===== config.mk =====
export PLATFORM = sky130hd
export DESIGN_NAME = pvg_gate
export DESIGN_NICKNAME = d
export VERILOG_FILES = /design/src/verilog/pvg_pkg.sv /design/src/verilog/pvg_gate.sv
export SDC_FILE = /design/constraint.sdc
export NUM_CORES = 1
export LEC_CHECK = 0
export BUFFER_PORTS_ARGS = -buffer_cell sky130_fd_sc_hd__buf_2
export CORE_ASPECT_RATIO = 1.75
export CORE_UTILIZATION = 35
export CTS_BUF_LIST = sky130_fd_sc_hd__clkbuf_4
export DETAILED_ROUTE_END_ITERATION = 6
export PLACE_DENSITY = 0.59
export SLEW_MARGIN = 20
export SYNTH_ARGS = -nofsm -noshare
export SYNTH_HDL_FRONTEND = slang
export SYNTH_SLANG_ARGS = --single-unit

===== constraint.sdc =====
create_clock -name clk -period 59.1 [get_ports clk]
set_input_delay 2.955 -clock clk [delete_from_list [all_inputs] [get_ports clk]]
set_output_delay 2.955 -clock clk [all_outputs]
set_load 0.01 [all_outputs]

===== src/verilog/pvg_pkg.sv =====
// constants, field layouts and carriers for the vectored interrupt gate
package pvg_pkg;
    localparam int NSRC      = 26;
    localparam int NEXT      = 9;
    localparam int NPER      = 14;
    localparam int NSHR      = 6;
    // register word addresses
    localparam logic [7:0] A_CTL0   = 8'h00;
    localparam logic [7:0] A_BASE   = 8'h40;
    localparam logic [7:0] A_FLAG   = 8'h41;
    localparam logic [7:0] A_EDGE   = 8'h42;
    localparam logic [7:0] A_SEL    = 8'h43;
    localparam logic [7:0] A_STAT   = 8'h44;
    // source control field positions
    localparam int F_LVL_LO  = 0;
    localparam int F_PEND    = 3;
    localparam int F_POL     = 4;
    localparam int F_LVS     = 5;
    // cpu flag register field positions
    localparam int F_GIE     = 0;
    localparam int F_IPL_LO  = 1;
    // select register field positions
    localparam int F_SEL03   = 0;
    localparam int F_SEL14   = 1;
    localparam int F_TWOWIRE = 2;
    // reset values and levels
    localparam logic [2:0]  LVL_OFF    = 3'h0;
    localparam logic [2:0]  IPL_RST    = 3'h0;
    localparam logic [2:0]  IPL_SPEC   = 3'h7;
    localparam logic [31:0] BASE_RST   = 32'h0000_0000;
    localparam logic [7:0]  WAKE_LIMIT = 8'h40;
    // interrupt vector numbers of each source, used for peripheral takes
    localparam logic [7:0] VEC [NSRC] = '{
        8'h1f, 8'h1e, 8'h1d, 8'h1c, 8'h1b, 8'h1a, 8'h5f, 8'h5e, 8'h5d,
        8'h50, 8'h51, 8'h52, 8'h53, 8'h60, 8'h61, 8'h62, 8'h63, 8'h64, 8'h65,
        8'h7c, 8'h7d, 8'h7e, 8'h7f, 8'h28, 8'h29, 8'h21};
    typedef enum logic [1:0] {
        PVG_K_NONE = 2'b00,
        PVG_K_PER  = 2'b01,
        PVG_K_SW   = 2'b10,
        PVG_K_SPEC = 2'b11
    } pvg_kind_e;
    typedef struct packed {
        logic       sensitivity_select_bit;
        logic       line_polarity_bit;
        logic       pend;
        logic [2:0] level;
    } pvg_ctl_s;
    typedef struct packed {
        logic        valid;
        pvg_kind_e   kind;
        logic [7:0]  num;
        logic [2:0]  level;
        logic [31:0] addr;
    } pvg_take_s;
endpackage


===== src/verilog/pvg_gate.sv =====
// prioritized vectored interrupt gate: sources, arbitration, cpu flag state
`timescale 1ns/1ps
module pvg_gate
    import pvg_pkg::*;
(
    // clock and reset
    input  wire logic              clk,
    input  wire logic              rst,
    // register port
    input  wire logic [7:0]        reg_addr,
    input  wire logic [31:0]       reg_wdata,
    input  wire logic              reg_wr,
    input  wire logic              reg_rd,
    output logic      [31:0]       reg_rdata,
    // request sources
    input  wire logic [NEXT-1:0]   ext_line,
    input  wire logic [NPER-1:0]   periph_req,
    input  wire logic [NSHR-1:0]   shared_req,
    input  wire logic              sw_req,
    input  wire logic [7:0]        sw_num,
    input  wire logic              spec_req,
    // cpu side
    output pvg_take_s              take,
    output logic                   wake_req,
    output logic                   global_enable,
    output logic      [2:0]        cpu_priority_threshold
);
    pvg_ctl_s        ctl [NSRC];
    logic [31:0]     vector_base_register;
    logic [NEXT-1:0] edge_mode_select;
    logic            shared_vector_select_03;
    logic            shared_vector_select_14;
    logic            twowire_route_enable;
    logic [NEXT-1:0] ext_prev;
    logic [NSRC-1:0] src_evt;
    logic [NSRC-1:0] acc_clr;
    logic [4:0]      win_idx;
    logic [2:0]      win_lvl;
    logic            win_ok;
    logic            next_wake;
    logic [7:0]      last_num;
    logic            flag_wr;

    assign flag_wr = reg_wr && reg_addr == A_FLAG;

    // external line edges
    always_ff @(posedge clk)
    begin
        if (rst)
            ext_prev <= '0;
        else
            ext_prev <= ext_line;
    end

    // per source request detection and control state
    genvar g;
    generate
        for (g = 0; g < NSRC; g++)
        begin : g_src
            logic evt;
            logic wr_hit;
            if (g < NEXT)
            begin : g_ext
                logic act;
                logic rise;
                logic fall;
                logic edg;
                assign act  = ctl[g].line_polarity_bit ? ext_line[g] : ~ext_line[g];
                assign rise = ext_line[g] & ~ext_prev[g];
                assign fall = ~ext_line[g] & ext_prev[g];
                assign edg  = edge_mode_select[g] ? (rise | fall)
                            : (ctl[g].line_polarity_bit ? rise : fall);
                assign evt  = ctl[g].sensitivity_select_bit ? act : edg;
            end
            else if (g < NEXT + NPER)
            begin : g_per
                assign evt = periph_req[g - NEXT];
            end
            else if (g == NEXT + NPER)
            begin : g_s03
                assign evt = shared_vector_select_03 ? shared_req[1] : shared_req[0];
            end
            else if (g == NEXT + NPER + 1)
            begin : g_s14
                assign evt = shared_vector_select_14 ? shared_req[3] : shared_req[2];
            end
            else
            begin : g_s2
                assign evt = twowire_route_enable ? shared_req[5] : shared_req[4];
            end
            assign src_evt[g] = evt;
            assign wr_hit = reg_wr && reg_addr == A_CTL0 + 8'(g);

            always_ff @(posedge clk)
            begin
                if (rst)
                begin
                    ctl[g].level <= LVL_OFF;
                    ctl[g].line_polarity_bit   <= 1'b0;
                    ctl[g].sensitivity_select_bit   <= 1'b0;
                end
                else if (wr_hit)
                begin
                    ctl[g].level <= reg_wdata[F_LVL_LO +: 3];
                    ctl[g].line_polarity_bit   <= reg_wdata[F_POL];
                    ctl[g].sensitivity_select_bit   <= reg_wdata[F_LVS];
                end
            end

            // set wins over any clear
            always_ff @(posedge clk)
            begin
                if (rst)
                    ctl[g].pend <= 1'b0;
                else if (evt)
                    ctl[g].pend <= 1'b1;
                else if (acc_clr[g])
                    ctl[g].pend <= 1'b0;
                else if (wr_hit && !reg_wdata[F_PEND])
                    ctl[g].pend <= 1'b0;
            end
        end
    endgenerate

    // arbitration over pending sources
    always_comb
    begin
        win_idx = '0;
        win_lvl = '0;
        win_ok  = 1'b0;
        for (int i = 0; i < NSRC; i++)
        begin
            if (ctl[i].pend && ctl[i].level != LVL_OFF
                && (!win_ok || ctl[i].level > win_lvl))
            begin
                win_idx = 5'(i);
                win_lvl = ctl[i].level;
                win_ok  = 1'b1;
            end
        end
    end

    // wake request only from low vector sources
    always_comb
    begin
        next_wake = 1'b0;
        for (int i = 0; i < NSRC; i++)
        begin
            if (ctl[i].pend && ctl[i].level != LVL_OFF && VEC[i] < WAKE_LIMIT)
                next_wake = 1'b1;
        end
    end

    always_ff @(posedge clk)
    begin
        if (rst)
            wake_req <= 1'b0;
        else
            wake_req <= next_wake;
    end

    // acceptance
    logic per_go;
    assign per_go = win_ok && global_enable && win_lvl > cpu_priority_threshold
                    && !spec_req && !sw_req;

    always_comb
    begin
        acc_clr = '0;
        if (per_go)
            acc_clr[win_idx] = 1'b1;
    end

    always_ff @(posedge clk)
    begin
        if (rst)
            take <= '0;
        else if (spec_req)
        begin
            take.valid <= 1'b1;
            take.kind  <= PVG_K_SPEC;
            take.num   <= 8'h00;
            take.level <= IPL_SPEC;
            take.addr  <= 32'h0000_0000;
        end
        else if (sw_req)
        begin
            take.valid <= 1'b1;
            take.kind  <= PVG_K_SW;
            take.num   <= sw_num;
            take.level <= cpu_priority_threshold;
            take.addr  <= vector_base_register + {22'h0, sw_num, 2'b00};
        end
        else if (per_go)
        begin
            take.valid <= 1'b1;
            take.kind  <= PVG_K_PER;
            take.num   <= VEC[win_idx];
            take.level <= win_lvl;
            take.addr  <= vector_base_register + {22'h0, VEC[win_idx], 2'b00};
        end
        else
        begin
            take.valid <= 1'b0;
            take.kind  <= PVG_K_NONE;
        end
    end

    // cpu flag state: acceptance beats a same-cycle software write
    always_ff @(posedge clk)
    begin
        if (rst)
        begin
            global_enable          <= 1'b0;
            cpu_priority_threshold <= IPL_RST;
        end
        else if (spec_req)
        begin
            global_enable          <= 1'b0;
            cpu_priority_threshold <= IPL_SPEC;
        end
        else if (sw_req)
            global_enable <= 1'b0;
        else if (per_go)
        begin
            global_enable          <= 1'b0;
            cpu_priority_threshold <= win_lvl;
        end
        else if (flag_wr)
        begin
            global_enable          <= reg_wdata[F_GIE];
            cpu_priority_threshold <= reg_wdata[F_IPL_LO +: 3];
        end
    end

    always_ff @(posedge clk)
    begin
        if (rst)
            last_num <= 8'h00;
        else if (per_go)
            last_num <= VEC[win_idx];
        else if (sw_req && !spec_req)
            last_num <= sw_num;
    end

    // configuration registers
    always_ff @(posedge clk)
    begin
        if (rst)
        begin
            vector_base_register    <= BASE_RST;
            edge_mode_select        <= '0;
            shared_vector_select_03 <= 1'b0;
            shared_vector_select_14 <= 1'b0;
            twowire_route_enable    <= 1'b0;
        end
        else if (reg_wr)
        begin
            if (reg_addr == A_BASE)
                vector_base_register <= reg_wdata;
            if (reg_addr == A_EDGE)
                edge_mode_select <= reg_wdata[NEXT-1:0];
            if (reg_addr == A_SEL)
            begin
                shared_vector_select_03 <= reg_wdata[F_SEL03];
                shared_vector_select_14 <= reg_wdata[F_SEL14];
                twowire_route_enable    <= reg_wdata[F_TWOWIRE];
            end
        end
    end

    // read data, valid only in the cycle after the strobe
    logic [31:0] next_rdata;
    always_comb
    begin
        next_rdata = 32'h0000_0000;
        if (reg_addr < A_CTL0 + 8'(NSRC))
            next_rdata = {26'h0, ctl[reg_addr[4:0]].sensitivity_select_bit, ctl[reg_addr[4:0]].line_polarity_bit,
                          ctl[reg_addr[4:0]].pend, ctl[reg_addr[4:0]].level};
        else if (reg_addr == A_BASE)
            next_rdata = vector_base_register;
        else if (reg_addr == A_FLAG)
            next_rdata = {28'h0, cpu_priority_threshold, global_enable};
        else if (reg_addr == A_EDGE)
            next_rdata = {23'h0, edge_mode_select};
        else if (reg_addr == A_SEL)
            next_rdata = {29'h0, twowire_route_enable, shared_vector_select_14,
                          shared_vector_select_03};
        else if (reg_addr == A_STAT)
            next_rdata = {24'h0, last_num};
    end

    always_ff @(posedge clk)
    begin
        if (rst)
            reg_rdata <= 32'h0000_0000;
        else if (reg_rd)
            reg_rdata <= next_rdata;
        else
            reg_rdata <= 32'h0000_0000;
    end

    // checks
    a_per_needs_enable: assert property (@(posedge clk) disable iff (rst)
        take.valid && take.kind == PVG_K_PER |-> $past(global_enable)
        && take.level > $past(cpu_priority_threshold))
        else $error("peripheral taken while masked");

    a_reset_clears_gie: assert property (@(posedge clk)
        $past(rst) && !rst |-> !global_enable)
        else $error("global enable not cleared by reset");

    a_sw_always_taken: assert property (@(posedge clk) disable iff (rst)
        sw_req && !spec_req |=> take.valid && take.kind == PVG_K_SW
        && take.num == $past(sw_num))
        else $error("software request not taken");

    a_level_loads_ipl: assert property (@(posedge clk) disable iff (rst)
        take.valid && take.kind == PVG_K_PER |-> cpu_priority_threshold == take.level)
        else $error("threshold not loaded with taken level");

    a_vector_address: assert property (@(posedge clk) disable iff (rst)
        take.valid && take.kind != PVG_K_SPEC
        |-> take.addr == $past(vector_base_register) + {22'h0, take.num, 2'b00})
        else $error("vector address mismatch");

    a_pend_holds: assert property (@(posedge clk) disable iff (rst)
        ctl[0].pend && !global_enable && !(reg_wr && reg_addr == A_CTL0)
        |=> ctl[0].pend)
        else $error("pending flag lost while masked");

    a_taken_clears_pend: assert property (@(posedge clk) disable iff (rst)
        per_go && win_idx == 5'd9 && !src_evt[9] |=> !ctl[9].pend)
        else $error("pending flag not cleared on take");

    a_level_off_idle: assert property (@(posedge clk) disable iff (rst)
        per_go |-> win_lvl != LVL_OFF)
        else $error("disabled source taken");

    a_no_double_take: assert property (@(posedge clk) disable iff (rst)
        take.valid && take.kind == PVG_K_PER |-> !per_go)
        else $error("two peripheral takes back to back");

    a_rdata_one_cycle: assert property (@(posedge clk) disable iff (rst)
        !$past(reg_rd) |-> reg_rdata == 32'h0000_0000)
        else $error("read data outside its cycle");

endmodule // pvg_gate


==> impl_metrics.py <==
metrics = {
    "status": {
        "status": "complete, no violations",
    },
    "clock_tree": {
        "cts_resized": 0,
        "cts.sinks": 300,
        "clk_root_buffer_cell": "clkbuf_4",
        "path_clk_slew_ps": 70,
        "post_cts.repair.setup_buffers": 0,
        "cts_tree": "yes",
        "clk_latency_ps": 790,
        "htree_levels": 3,
        "clockBufferDepth": 3,
        "numCtsBuffers": 74,
        "ctsHoldBuffers": 0,
    },
    "setup_path": {
        "worstSetupPathType": "reg -> reg",
        "slowest_stage": "o31ai_1",
        "critPathCaptureType": "register",
        "crit_top_cell": "a21oi_1",
        "r2r_start": "ctl[0][3]",
        "cp_data_arrival_time_ps": 45020,
        "cp.buffers_inverters": 14,
        "max_stage_delay_ps": 740,
        "cp_max_fo": 13,
        "startpoint": "ctl[0][3]",
        "cp_top_family": "compound AO/OA/AOI/OAI gates",
        "start_kind": "register",
        "required_ps": 59800,
    },
    "power_and_ir_drop": {
        "internal_power_uw": 505,
        "leakage_nw": 8.30,
        "comb_power_share": 0.536,
        "clkPwrFrac": 0.204,
        "p_seq_frac": 0.260,
        "peakVddDrop_uv": 36.2,
        "switching_share": 0.451,
        "power_uw": 920,
        "switchingPower_uw": 415,
        "power_density_nw_per_um2": 43.5,
    },
    "grt": {
        "antenna_found_initial": 8,
        "track_usage": 0.249,
        "grt_max_degree": 110,
        "grt_pass1_wl_um": 101000,
        "grt-ovfl-total": 0,
        "grt_pass1_vias": 16817,
    },
    "sta": {
        "hold_violations": 0,
        "clock_skew_ps": 65.9,
        "rsz0062_at_grt": "no",
        "slew_viol_final": 0,
        "worst_pin_slew_ps": 977,
        "timing.hold.ws_ps": 455,
        "maxSlewHeadroom": 0.343,
        "max_freq_mhz": 22.6,
        "finalCritPeriodShare": 0.750,
        "period_needed_ps": 44320,
        "setup_viol": 0,
        "setup-tns-final_ps": 0,
    },
    "hold_path": {
        "min_from": "take[8]",
        "hp-class": "reg -> reg",
    },
    "synth": {
        "yosysTopAreaCellShare": 0.250,
        "yosys_warnings": 0,
        "ys_ff_latch": 300,
        "synthArstFlopShare": 0,
        "netlist_area_um2": 18700,
        "synth_area_leaders": "edfxtp_1 (25%), dfxtp_1 (15%), ha_1 (6.1%), and2_1 (5.6%), mux4_2 (5.0%)",
        "synth_top_cell_by_area": "edfxtp_1",
        "yosys.cell_types.count": 94,
        "syn_inst": 2024,
        "synth_fp_nets": 2199,
        "ys.flop_type": "edfxtp_1",
        "synth-edff-count": 156,
        "syn_area_per_cell_um2": 9.26,
        "ys_seq_area_frac": 0.404,
    },
    "job": {
        "cap_violations": 0,
    },
    "layout": {
        "nets": 2355,
        "final_common_cell": "nand2_1",
        "mostFrequentLayoutCells": "nand2_1 (246), and2_1 (168), buf_2 (163), edfxtp_1 (156)",
        "syn2layout_area_growth_pct": 12.9,
        "drive_gt1_frac": 0.175,
        "fill_cells": 5248,
    },
    "place": {
        "routabilityCongestion": 0.985,
        "dp_hpwl_um": 51900,
        "io_buffers": 165,
    },
    "floorplanning": {
        "die-area_um2": 54500,
        "die_h_um": 308,
        "fp-row-count": 111,
        "initial_utilization": 0.356,
        "io_pins": 166,
        "die_w_um": 177,
        "core_um2": 52600,
    },
    "drt": {
        "drt-total-wl_um": 67400,
        "vias": 16590,
        "route.detailed.drc": 0,
        "ant_nets": 0,
        "viasPerCell": 5.70,
        "initialDrtViolationCount": 1088,
        "detail_route.wl_per_cell_um": 23.2,
        "dr.pass1.iters": 6,
    },
}
routing by layer:
| layer | global-route usage | wire (µm) | vias up |
|---|---|---|---|
| met1 | 0.250 | 23700 | 7960 |
| met3 | 0.0496 | 4040 | 192 |
| met5 | 0 | 11 | - |
| li1 | - | - | 7769 |
| met4 | 0.186 | 5130 | 2 |
| met2 | 0.448 | 34500 | 667 |
cell families after synthesis:
group           count (synthesis)  share of synthesized area
fa+ha+maj                      93                     0.0624
flops                         300                      0.404
mux                            78                     0.0709
buf+inv                       204                     0.0419
compound gates                537                      0.201
xor+xnor                       32                     0.0150
simple gates                  780                      0.205
power by group through the flow:
stage	clock [mW]	combinational (mW)	sequential, mW
after floorplan	0	0.337	0.240
after global placement	0	0.479	0.243
after detailed placement	0	0.482	0.244
after CTS	0.193	0.485	0.239
after global routing	0.200	0.536	0.240
final	0.187	0.493	0.239
area by class of cell:
cell class                 count  area [µm²]  share of cell area
tap                          678         848              0.0401
clock inverter                20         191             0.00905
clock buffer                 105         788              0.0373
multi-input combinational   1520       10400               0.492
sequential                   300        7570               0.358
inverter                     103         387              0.0183
antenna                        5        12.5            0.000592
timing repair buffer         181         955              0.0451
Yosys cell counts (all sizes together) (31+ instances only):
master	n
nor2	154
o21ai	77
dfxtp	144
edfxtp	156
and2	168
nor2b	47
a21oi	152
inv	103
a211oi	52
nand3	45
ha	91
mux4	42
clkbuf	82
nand2b	39
o31ai	31
nand2	248
worst paths after layout:
check	end	slack, ps	cells past startpoint
setup reg to reg	take[27]	14780	212
hold reg to reg	take[8]	460	2
hold / removal	take[8]	460	2
setup / recovery	take[27]	14780	212
worst min-delay path: stages, from the launching register on:
cell     delay, ps
dfxtp_1        310
nand2_1         50
a21oi_1         50
registers in the layout, summed over array words and instances (netlist names), 3 cells and up:
signal and flops:
ctl 156, take 46, reg_rdata 32, vector_base_register 32
edge_mode_select 9, ext_prev 9, last_num 8, cpu_priority_threshold 3
stage by stage:
stage,setup slack [ps],std cells,cell area [µm²],util
after floorplan,21770,2024,18700,-
after global routing,10920,2912,21200,0.402
after detailed placement,15350,2782,20200,0.383
after global placement,16390,2782,20200,0.383
final,14780,2912,21200,0.402
after CTS,15340,2907,21100,0.402
Power figures use the tool's default switching activity.
